`config.mk`:
```
export PLATFORM = sky130hd
export DESIGN_NAME = pwr_mode_ctrl
export DESIGN_NICKNAME = d
export VERILOG_FILES = /design/src/rtl/pwr_mode_pkg.sv /design/src/rtl/pwr_mode_ctrl.sv
export SDC_FILE = /design/constraint.sdc
export NUM_CORES = 1
export LEC_CHECK = 0
export BUFFER_PORTS_ARGS = -buffer_cell sky130_fd_sc_hd__buf_2
export CAP_MARGIN = 20
export CORE_ASPECT_RATIO = 0.75
export CORE_MARGIN = 2
export CORE_UTILIZATION = 49
export DETAILED_ROUTE_END_ITERATION = 10
export GPL_TIMING_DRIVEN = 1
export PLACE_DENSITY = 0.7
export SLEW_MARGIN = 20
export SYNTH_ARGS = -nofsm -noshare
export SYNTH_HDL_FRONTEND = slang
export SYNTH_SLANG_ARGS = --single-unit
```
`constraint.sdc`:
```
create_clock -name i_clock -period 4.8 [get_ports i_clock]
set_input_delay 0.48 -clock i_clock [delete_from_list [all_inputs] [get_ports i_clock]]
set_output_delay 0.48 -clock i_clock [all_outputs]
set_load 0.02 [all_outputs]
```
`src/rtl/pwr_mode_pkg.sv`:
```
// shared constants and types of the power mode controller
package pwr_mode_pkg;

    // ---------------------------------------------------------------
    // modes and sequencer states
    // ---------------------------------------------------------------
    typedef enum logic [1:0] {
        MODE_SLEEP   = 2'b00,
        MODE_STANDBY = 2'b01,
        MODE_ACTIVE  = 2'b10
    } mode_e;

    typedef enum logic [1:0] {
        SEQ_IDLE = 2'b00,
        SEQ_WAIT = 2'b01,
        SEQ_UP   = 2'b10,
        SEQ_DOWN = 2'b11
    } seq_e;

    typedef struct packed {
        logic thermal_shutdown_fault;
        logic inverting_undervoltage_fault;
        logic boost_undervoltage_fault;
        logic input_undervoltage_lockout;
    } fault_s;

    // ---------------------------------------------------------------
    // register map (byte addresses)
    // ---------------------------------------------------------------
    localparam logic [7:0] ADDR_CTRL     = 8'h00;
    localparam logic [7:0] ADDR_SEQ_ORD  = 8'h04;
    localparam logic [7:0] ADDR_SEQ_DLY  = 8'h08;
    localparam logic [7:0] ADDR_STATUS   = 8'h0C;
    localparam logic [7:0] ADDR_INT_STAT = 8'h10;
    localparam logic [7:0] ADDR_INT_MASK = 8'h14;

    localparam int CTRL_STANDBY_BIT = 0;
    localparam int CTRL_ACTIVE_BIT  = 1;

    localparam int INT_FAULT_BIT = 0;
    localparam int INT_UP_BIT    = 1;
    localparam int INT_DOWN_BIT  = 2;
    localparam int INT_WIDTH     = 3;

    localparam logic [7:0] SEQ_ORD_RESET  = 8'hE4;
    localparam logic [7:0] SEQ_DLY_RESET  = 8'h0A;
    localparam logic [2:0] INT_MASK_RESET = 3'h0;

    // ---------------------------------------------------------------
    // timing
    // ---------------------------------------------------------------
    localparam int CLK_PERIOD_NS     = 50;
    localparam int WAKE_DELAY_NS     = 5500000;
    localparam int WAKE_DELAY_CYCLES =
        (WAKE_DELAY_NS + CLK_PERIOD_NS - 1) / CLK_PERIOD_NS;
    localparam int DLY_UNIT_NS       = 100000;
    localparam int DLY_UNIT_CYCLES   =
        (DLY_UNIT_NS + CLK_PERIOD_NS - 1) / CLK_PERIOD_NS;
    localparam int TIMER_W           = 24;

endpackage

```
`src/rtl/pwr_mode_ctrl.sv`:
```
// operating mode controller and rail sequencer with apb registers
//
// Decided for this implementation: the APB slave port and the placing of the registers.
`timescale 1ns/1ps

// Summary of operation
// - exactly one of sleep, standby, active is current at any time
// - in sleep registers stay at defaults and bus accesses are refused
// - wake input low always leads to sleep
// - standby when wake high with all pins low, or standby command
// - any fault forces standby
// - active reported only with a rail on and no fault
// - in active a pin fall disables, a pin rise enables its rail
// - wake rise with a pin high goes active with programmed order
// - wake rise with all pins low enters standby, rails stay off
// - wake fall in active powers down in reverse order, then sleep
// - pins all low with wake high: rails off as pins fell, standby
// - fault or standby command powers rails down in reverse order
// - standby with wake high: pin rise goes active in pin order
// - active command in standby powers up in programmed order
// - wake fall with no rail on goes straight to sleep
// - pin activity ignored while the power-up sequence runs
// - direct wake to active waits the start delay first
module pwr_mode_ctrl
    import pwr_mode_pkg::*;
#(
    parameter int WAKE_DELAY = WAKE_DELAY_CYCLES,
    parameter int DLY_UNIT   = DLY_UNIT_CYCLES
) (
    input  wire logic        i_clock,
    input  wire logic        i_rst_n,
    input  wire logic        i_wake_input,
    input  wire logic [3:0]  i_rail_enable_pins,
    input  wire fault_s      i_fault,
    input  wire logic        psel,
    input  wire logic        penable,
    input  wire logic        pwrite,
    input  wire logic [7:0]  paddr,
    input  wire logic [31:0] pwdata,
    output logic [31:0]      prdata,
    output logic             pready,
    output logic             pslverr,
    output logic [3:0]       o_rail_on,
    output logic [1:0]       o_mode,
    output logic             o_irq
);

    // ---------------------------------------------------------------
    // helpers
    // ---------------------------------------------------------------
    function automatic logic [3:0] slot_rails(input logic [7:0] ord,
                                              input logic [1:0] slot);
        logic [3:0] m;
        m = 4'h0;
        for (int r = 0; r < 4; r++) begin
            m[r] = (ord[2*r +: 2] == slot);
        end
        return m;
    endfunction

    function automatic logic [TIMER_W-1:0] step_delay(
        input logic [7:0] dly);
        return TIMER_W'(int'(dly) * DLY_UNIT);
    endfunction

    // ---------------------------------------------------------------
    // input synchronisers
    // ---------------------------------------------------------------
    logic [5:0] sync1;
    logic [5:0] sync2;
    logic [5:0] sync_prev;

    always_ff @(posedge i_clock) begin
        if (!i_rst_n) begin
            sync1     <= 6'h00;
            sync2     <= 6'h00;
            sync_prev <= 6'h00;
        end else begin
            sync1     <= {i_fault != 4'h0, i_wake_input,
                          i_rail_enable_pins};
            sync2     <= sync1;
            sync_prev <= sync2;
        end
    end

    logic       wake;
    logic       wake_rise;
    logic       fault;
    logic [3:0] pins;
    logic [3:0] pin_rise;
    logic [3:0] pin_fall;

    assign wake      = sync2[4];
    assign fault     = sync2[5];
    assign pins      = sync2[3:0];
    assign wake_rise = wake & ~sync_prev[4];
    assign pin_rise  = pins & ~sync_prev[3:0];
    assign pin_fall  = ~pins & sync_prev[3:0];

    // ---------------------------------------------------------------
    // sequencer state
    // ---------------------------------------------------------------
    mode_e              mode;
    mode_e              next_mode;
    seq_e               seq;
    seq_e               next_seq;
    logic [1:0]         slot;
    logic [1:0]         next_slot;
    logic [TIMER_W-1:0] timer;
    logic [TIMER_W-1:0] next_timer;
    logic [3:0]         rails;
    logic [3:0]         next_rails;
    logic               to_sleep;
    logic               next_to_sleep;
    logic               ev_up;
    logic               ev_down;
    logic               fault_prev;
    logic               cmd_stby;
    logic               cmd_act;
    logic [7:0]         seq_ord;
    logic [7:0]         seq_dly;

    always_comb begin
        next_mode     = mode;
        next_seq      = seq;
        next_slot     = slot;
        next_timer    = (timer != '0) ? timer - 1'b1 : timer;
        next_rails    = rails;
        next_to_sleep = to_sleep;
        ev_up         = 1'b0;
        ev_down       = 1'b0;
        // a running power-down towards sleep falls through to its stepper
        if (!wake && !(seq == SEQ_DOWN && to_sleep)) begin
            if (rails == 4'h0) begin
                next_mode = MODE_SLEEP;
                next_seq  = SEQ_IDLE;
            end else begin
                next_seq      = SEQ_DOWN;
                next_slot     = 2'd3;
                next_timer    = '0;
                next_to_sleep = 1'b1;
            end
        end else if (mode == MODE_SLEEP) begin
            if (wake_rise && pins != 4'h0 && !fault) begin
                next_mode  = MODE_ACTIVE;
                next_seq   = SEQ_WAIT;
                next_timer = TIMER_W'(WAKE_DELAY);
            end else if (wake_rise) begin
                next_mode = MODE_STANDBY;
            end
        end else if ((fault || cmd_stby) && rails != 4'h0
                     && seq != SEQ_DOWN) begin
            next_seq      = SEQ_DOWN;
            next_slot     = 2'd3;
            next_timer    = '0;
            next_to_sleep = 1'b0;
        end else if ((fault || cmd_stby) && rails == 4'h0) begin
            next_mode = MODE_STANDBY;
            next_seq  = SEQ_IDLE;
        end else if (seq == SEQ_WAIT) begin
            if (timer == '0) begin
                next_seq  = SEQ_UP;
                next_slot = 2'd0;
            end
        end else if (seq == SEQ_UP) begin
            if (timer == '0) begin
                next_rails = rails | slot_rails(seq_ord, slot);
                next_timer = step_delay(seq_dly);
                next_slot  = slot + 2'd1;
                if (slot == 2'd3) begin
                    next_seq = SEQ_IDLE;
                    ev_up    = 1'b1;
                end
            end
        end else if (seq == SEQ_DOWN) begin
            if (timer == '0) begin
                next_rails = rails & ~slot_rails(seq_ord, slot);
                next_timer = step_delay(seq_dly);
                next_slot  = slot - 2'd1;
                if (slot == 2'd0) begin
                    next_seq  = SEQ_IDLE;
                    ev_down   = 1'b1;
                    next_mode = to_sleep ? MODE_SLEEP : MODE_STANDBY;
                end
            end
        end else if (mode == MODE_STANDBY) begin
            if (pin_rise != 4'h0) begin
                next_mode  = MODE_ACTIVE;
                next_rails = pin_rise;
            end else if (cmd_act) begin
                next_mode = MODE_ACTIVE;
                next_seq  = SEQ_UP;
                next_slot = 2'd0;
            end
        end else begin
            next_rails = (rails & ~pin_fall) | pin_rise;
            if (next_rails == 4'h0) begin
                next_mode = MODE_STANDBY;
            end
        end
    end

    always_ff @(posedge i_clock) begin
        if (!i_rst_n) begin
            mode       <= MODE_SLEEP;
            seq        <= SEQ_IDLE;
            slot       <= 2'd0;
            timer      <= '0;
            rails      <= 4'h0;
            to_sleep   <= 1'b0;
            fault_prev <= 1'b0;
        end else begin
            mode       <= next_mode;
            seq        <= next_seq;
            slot       <= next_slot;
            timer      <= next_timer;
            rails      <= next_rails;
            to_sleep   <= next_to_sleep;
            fault_prev <= fault;
        end
    end

    // ---------------------------------------------------------------
    // apb registers and interrupt
    // ---------------------------------------------------------------
    logic                 bus_on;
    logic                 acc;
    logic                 wr;
    logic                 mapped;
    logic [31:0]          rdata;
    logic [INT_WIDTH-1:0] int_stat;
    logic [INT_WIDTH-1:0] int_mask;
    logic [INT_WIDTH-1:0] int_set;
    logic [INT_WIDTH-1:0] next_int_stat;
    logic [INT_WIDTH-1:0] next_int_mask;
    logic [7:0]           next_seq_ord;
    logic [7:0]           next_seq_dly;
    logic                 next_cmd_stby;
    logic                 next_cmd_act;
    logic                 next_pready;
    logic                 next_pslverr;
    logic [31:0]          next_prdata;
    mode_e                rep_mode;

    assign bus_on = (mode != MODE_SLEEP);
    assign acc    = psel & penable & pready;
    assign wr     = acc & pwrite & bus_on & mapped;

    always_comb begin
        mapped = 1'b1;
        rdata  = 32'h0000_0000;
        case (paddr)
            ADDR_CTRL:     rdata = 32'h0000_0000;
            ADDR_SEQ_ORD:  rdata = {24'h00_0000, seq_ord};
            ADDR_SEQ_DLY:  rdata = {24'h00_0000, seq_dly};
            ADDR_STATUS:   rdata = {17'h0_0000, sync2[5], seq, slot,
                                    rails, pins, o_mode};
            ADDR_INT_STAT: rdata = {29'h0000_0000, int_stat};
            ADDR_INT_MASK: rdata = {29'h0000_0000, int_mask};
            default:       mapped = 1'b0;
        endcase
    end

    always_comb begin
        int_set = '0;
        int_set[INT_FAULT_BIT] = fault & ~fault_prev;
        int_set[INT_UP_BIT]    = ev_up;
        int_set[INT_DOWN_BIT]  = ev_down;
        next_int_stat = int_stat;
        next_int_mask = int_mask;
        next_seq_ord  = seq_ord;
        next_seq_dly  = seq_dly;
        next_cmd_stby = 1'b0;
        next_cmd_act  = 1'b0;
        if (wr) begin
            case (paddr)
                ADDR_CTRL: begin
                    next_cmd_stby = pwdata[CTRL_STANDBY_BIT];
                    next_cmd_act  = pwdata[CTRL_ACTIVE_BIT];
                end
                ADDR_SEQ_ORD:  next_seq_ord  = pwdata[7:0];
                ADDR_SEQ_DLY:  next_seq_dly  = pwdata[7:0];
                ADDR_INT_STAT: next_int_stat =
                                   int_stat & ~pwdata[INT_WIDTH-1:0];
                ADDR_INT_MASK: next_int_mask = pwdata[INT_WIDTH-1:0];
                default:       next_int_mask = int_mask;
            endcase
        end
        // set wins over a clear in the same cycle
        next_int_stat = next_int_stat | int_set;
        if (!bus_on) begin
            next_seq_ord  = SEQ_ORD_RESET;
            next_seq_dly  = SEQ_DLY_RESET;
            next_int_mask = INT_MASK_RESET;
            next_int_stat = '0;
        end
        next_pready  = psel & penable & ~pready;
        next_pslverr = next_pready & (~bus_on | ~mapped);
        next_prdata  = (next_pready && !pwrite && bus_on) ? rdata : 32'h0;
    end

    // reported mode follows the next state so it moves with o_rail_on
    always_comb begin
        if (next_mode == MODE_SLEEP) begin
            rep_mode = MODE_SLEEP;
        end else if (next_mode == MODE_ACTIVE && next_rails != 4'h0
                     && !fault) begin
            rep_mode = MODE_ACTIVE;
        end else begin
            rep_mode = MODE_STANDBY;
        end
    end

    always_ff @(posedge i_clock) begin
        if (!i_rst_n) begin
            seq_ord   <= SEQ_ORD_RESET;
            seq_dly   <= SEQ_DLY_RESET;
            int_stat  <= '0;
            int_mask  <= INT_MASK_RESET;
            cmd_stby  <= 1'b0;
            cmd_act   <= 1'b0;
            pready    <= 1'b0;
            pslverr   <= 1'b0;
            prdata    <= 32'h0000_0000;
            o_rail_on <= 4'h0;
            o_mode    <= MODE_SLEEP;
            o_irq     <= 1'b0;
        end else begin
            seq_ord   <= next_seq_ord;
            seq_dly   <= next_seq_dly;
            int_stat  <= next_int_stat;
            int_mask  <= next_int_mask;
            cmd_stby  <= next_cmd_stby;
            cmd_act   <= next_cmd_act;
            pready    <= next_pready;
            pslverr   <= next_pslverr;
            prdata    <= next_prdata;
            o_rail_on <= next_rails;
            o_mode    <= rep_mode;
            o_irq     <= |(next_int_stat & next_int_mask);
        end
    end

endmodule

```
# [Word level (Yosys, flattened, before mapping)]
# Index checks and enable logic that the tools add are counted.
[op_classes] addsub=3 multipliers=1 eq_ne=30 muxes=100 n_bitwise=30 n_reduce_logical=46
[ops] cell="$mux 24" n=11
[ops] cell="$mux 2" n=48
[ops] cell="$pmux 15 s5" n=1
[ops] cell="$mux 4" n=11
[ops] cell="$logic_not 24->1" n=1
[ops] cell="$reduce_bool 24->1" n=1
[ops] cell="$sub 24x1->24 const B" n=1
[ops] cell="$mux 1" n=23
[ops] cell="$reduce_bool 4->1" n=5
[ops] cell="$mux 3" n=6
[ops] cell="$reduce_and 9->1" n=2
[ops] cell="$and 4x4->4" n=4
[ops] cell="$eq 8x4->1 const B" n=2
[ops] cell="$eq 8x5->1 const B" n=2
[ops] cell="$not 4->4" n=4
[ops] cell="$reduce_bool 8->1" n=2
[ops] cell="$mul 8x7->15 const B" n=1
[ops] cell="$ne 6x6->1 const B" n=2
[ops] cell="$reduce_bool 6->1" n=2
[ops] cell="$logic_and 1x1->1" n=11
[ops] cell="$and 1x1->1" n=9
[ops] cell="$eq 2x2->1" n=4
[ops] cell="$eq 2x2->1 const B" n=4
[ops] cell="$eq 8x3->1 const B" n=1
[ops] cell="31 further kinds" n=52
[word_totals] register_bits=114 input_bits=54 out_inout_bits=41 word_cells=231

# [Longest topological paths before layout]
[depth] depth_word=19 ltp_mapped=15 ltp_nobuf=15

# [Least setup slack after synthesis]
# OpenSTA, ideal clock, no wires.
[synth_path] kind="reg2reg" start="reg seq_dly[1]" end="reg timer[17]" setup_time_ns=0.125 t_arrival_ns=3.789 required_time_ns=4.675 path_slack_ns=0.886 stages_incl_launch_ff=15 path_buffers=0 synth_period_minus_slack_ns=3.914 cell_sequence="dfxtp_1 > inv_1 > fa_1 > fa_1 > fa_1 > fa_1 > inv_1 > ha_1 > or2_2 > nand2_1 > a21o_1 > a21oi_1 > a31oi_1 > xor2_1 > o22ai_1"
[synth_between] elab_chain_len=9
[synth_lines] item="start: declaration" line_no="pwr_mode_ctrl.sv:121" text="logic [7:0] seq_dly;"
[synth_lines] item="start signal: assignment" line_no="pwr_mode_ctrl.sv:330" text="seq_dly <= next_seq_dly;"
[synth_lines] item="$mul 8x7->15 (*)" line_no="pwr_mode_ctrl.sv:63" text="return TIMER_W'(int'(dly) * DLY_UNIT);"
[synth_lines] item="$mux 24 (*)" line_no="pwr_mode_ctrl.sv:166, pwr_mode_ctrl.sv:176"
[synth_lines] item="$mux 24" line_no="pwr_mode_ctrl.sv:175" text="end else if (seq == SEQ_DOWN) begin"
[synth_lines] item="$mux 24 (*)" line_no="pwr_mode_ctrl.sv:165" text="end else if (seq == SEQ_UP) begin"
[synth_lines] item="$mux 24 (*)" line_no="pwr_mode_ctrl.sv:160" text="end else if (seq == SEQ_WAIT) begin"
[synth_lines] item="$mux 24 (*)" line_no="pwr_mode_ctrl.sv:157" text="end else if ((fault || cmd_stby) && rails == 4'h0) begin"
[synth_lines] item="$mux 24 (*)" line_no="pwr_mode_ctrl.sv:151" text="end else if ((fault || cmd_stby) && rails != 4'h0"
[synth_lines] item="$mux 24 (*)" line_no="pwr_mode_ctrl.sv:143" text="end else if (mode == MODE_SLEEP) begin"
[synth_lines] item="$mux 24 (*)" line_no="pwr_mode_ctrl.sv:133" text="if (!wake && !(seq == SEQ_DOWN && to_sleep)) begin"
[synth_lines] item="end signal: assignment" line_no="pwr_mode_ctrl.sv:216" text="timer <= next_timer;"
[synth_lines] item="end: declaration" line_no="pwr_mode_ctrl.sv:109" text="logic [TIMER_W-1:0] timer;"
# Every way passes the cells marked *; elsewhere a longest branch is shown, timed or not.
# A chain may end at the register's enable or synchronous reset.

# [Worst setup path in the final report]
# Same ends and word-level chain as after synthesis.

==> results.md <==
- Status: finished clean
- Final #Nets: about 890
- DRT Wirelength: about 17 mm
- Global-route wire length before repair: between 20 and 30 mm
- RR Startpoint: seq_dly[1]
- Ys async rst share: 0%
- Synthesized netlist cell count: about 730
- Clk Tree Root Cell: clkbuf_16
- Pleak: roughly 3.0 nW
- Crit path kind: reg2reg
- RSZ-0062 raised after global routing: no
- Fill cell count: about 1200
- R2R Path End: timer[17]
- Seq/Total Area, Yosys: a little under a third
- Via density: around 5.8
- CTS tree: built
- Final Skew: 8.18 ps
- Die width: 135 um
- Worst EP arrival: between 4000 and 5000 ps
- Initial antenna violation count: 0
- Post-CTS setup buffers: 0
- ANT nets after route: 0
- Setup violators final: 0
- Worst hold path type: in2reg
- CP endpoint: timer[17]
- Share of post-route cells with drive strength above 1: 11.8%
- Commonest cells in the synthesized netlist: dfxtp_1 (97), nor2_1 (78), inv_1 (52)
- Number of I/O port buffers: 53
- Vias: 5460
- Die area: between 0.01 and 0.015 mm2
- Clock Latency Late Sink: around 350 ps
- Area contributors post-synth: dfxtp_1 (31%), ha_1 (9.1%), fa_1 (6.6%), nor2_1 (4.6%), xnor2_1 (3.2%)
- Final hold viol count: 0
- CTS max path bufs: 2
- Setup ws final: ~440 ps
- Setup crit start kind: flop
- Critical Path RT: 5030 ps
- Initial cell density of the core: between 50% and 60%
- Largest net degree at the start of global routing: 36
- DRT Pass-1 Iters: 5
- H-tree Lvls: 3
- Detailed-placement wirelength estimate: roughly 13 mm
- Netlist cell types: 77
- Fin crit share: roughly nine tenths
- Worst relative slew slack: between 30% and 40%
- DR DRC count: 0
- Post-CTS sizing: 0
- Max Fclk: roughly 230 MHz
- Critical Path Source: seq_dly[1]
- EDFF count, synth: 0
- Worst-path clk slew: approximately 70 ps
- Max-cap violations: 0
- CTS Buf Count: 9
- Crit-path max FO: 6
- Fin. max-slew vios: 0
- Share of the synthesized area in the top cell type: about 31%
- Place WS: roughly 470 ps
- Cell taking the most area after synthesis: dfxtp_1
- Cts hold-fix bufs: 0
- Num Clock Sinks: just under 100
- Rows: 35
- RD Place Congestion: between 0.9 and 1
- Maximum VDD drop: 0.216 mV
- Synthesized area: ~0.0063 mm2
- Core Area: around 0.012 mm2
- Seq. cell area: about 0.002 mm2
- Number of global-route vias before repair: 5189
- Tightest Pin Transition: roughly 940 ps
- Multi-input gate area: approximately 0.004 mm2
- Finished Core Util: a little under three fifths
- Synth warn: 0
- Synth Flop Type: dfxtp_1
- Die height: 103 um
- Routed WL per cell: approximately 18 um
- I/O Pins: 95
- Power per Cell Area: 388 mW/mm2
- Min cycle time layout: 4360 ps
- GR Overflow Total: 0
- GRT Total Usage: 25.3%
- Mean post-synth cell area: 8.66 um2
- Setup TNS Final: 0 ps
- ANT cells: 0
- Top-count cell post-synth: dfxtp_1
- R2R depth: 14
- Area Overhead vs Synth: 10.0%
- Reg2reg setup slack: roughly 440 ps
- Synthesis-stage register bit count: a little under 100
- Initial DRC Count: between 300 and 400
- CP Capture Type: flop
[metrics by stage]
| step | total power, W | hold WS (ps) | instances | area, um2 |
|---|---|---|---|---|
| after global routing | 0.00286 | 343 | 944 | 6980 |
| after detailed placement | 0.00195 | 419 | 928 | 6670 |
| final | 0.00271 | 345 | 944 | 6980 |
| after CTS | 0.00272 | 337 | 944 | 6980 |
| after global placement | 0.00193 | 423 | 928 | 6670 |
| after floorplan | 0.00178 | 412 | 748 | 6400 |
[sequential cells by signal, indices dropped and copies added, names as in the netlist, 3 cells and up]
name       flops
timer         24
int_stat       3
seq_ord        8
sync_prev      5
prdata        15
sync1          6
sync2          6
o_rail_on      4
seq_dly        8
int_mask       3
[cell usage in the layout, fill, tap and decap left out, types with 5 or more instances in the layout]
master,netlist,final
xor2_1,17,17
and2_1,25,25
a21oi_1,28,28
and3_1,11,11
a22oi_1,6,6
ha_1,46,46
clkbuf_16,0,9
a211oi_1,6,6
dfxtp_1,97,97
fa_1,21,21
nand2b_1,9,9
nor2_1,78,78
nor3_1,20,20
nand3_1,7,7
nor4_1,15,15
xnor2_1,23,23
nand2_1,47,47
a21o_1,6,6
mux2i_1,18,18
inv_1,52,52
a222oi_1,5,5
nand4_1,9,9
or3_1,7,7
conb_1,1,17
buf_2,3,53
or4_1,7,7
o21ai_0,23,23
o221ai_1,5,5
nor2b_1,12,12
a31oi_1,6,6
[kinds of logic after synthesis]
family          after synthesis  synth area share, %
fa+ha+maj                    67                 15.7
xor+xnor                     40                 5.53
buf+inv                      96                 6.87
compound gates              142                 16.0
simple gates                267                 21.7
flops                        97                 30.6
mux                          22                 3.55
other cells                   1               0.0591
[final cells by class]
type / count / share of cell area, %
multi-input cells: 555 / 57.7
clock buffers: 9 / 3.23
flip-flops and latches: 97 / 27.8
inverters: 53 / 2.85
clock inverters: 7 / 1.22
well taps: 166 / 2.98
repair buffers: 57 / 4.23
[where the power goes]
part / internal [W] / leakage (nW) / switching, W
sequential: 0.000904 / 0.789 / 0.000101
clock: 0.000416 / 0.153 / 0.000336
combinational: 0.000393 / 2.03 / 0.000557
total: 0.00171 / 2.97 / 0.000994
[worst max-delay path: stages (launching register included)]
cell     delay (ps)
dfxtp_1         480
inv_1           200
fa_1            600
fa_1            450
fa_1            490
fa_1            510
inv_1            40
ha_1            330
or2_2           310
nand2_1          80
a21o_1          100
a21oi_1          90
a31oi_1         220
xor2_1          230
o22ai_1         100
[layer usage]
layer  share of wire (%)  track usage (%)  up-vias  wire length (um)
met4                 1.5             7.45        0               260
met3                 6.9             4.77       21              1170
li1                    -                -     2628                 -
met2                  43             38.6      195              7240
met5                   0                0        -                 0
met1                  49             36.7     2616              8290
[how the worst min path moves through the flow]
stage          slack (ps)  cells past startpoint  endpoint             startpoint
2_1_floorplan         410                      1  sync2[0]               sync1[0]
3_3_place_gp          420                      1  sync2[1]               sync1[1]
3_5_place_dp          420                      1  sync2[1]               sync1[1]
4_1_cts               340                      2  sync1[2]  i_rail_enable_pins[2]
5_1_grt               340                      2  sync1[2]  i_rail_enable_pins[2]
6_report              340                      2  sync1[2]  i_rail_enable_pins[2]
Power figures use the tool's default switching activity.
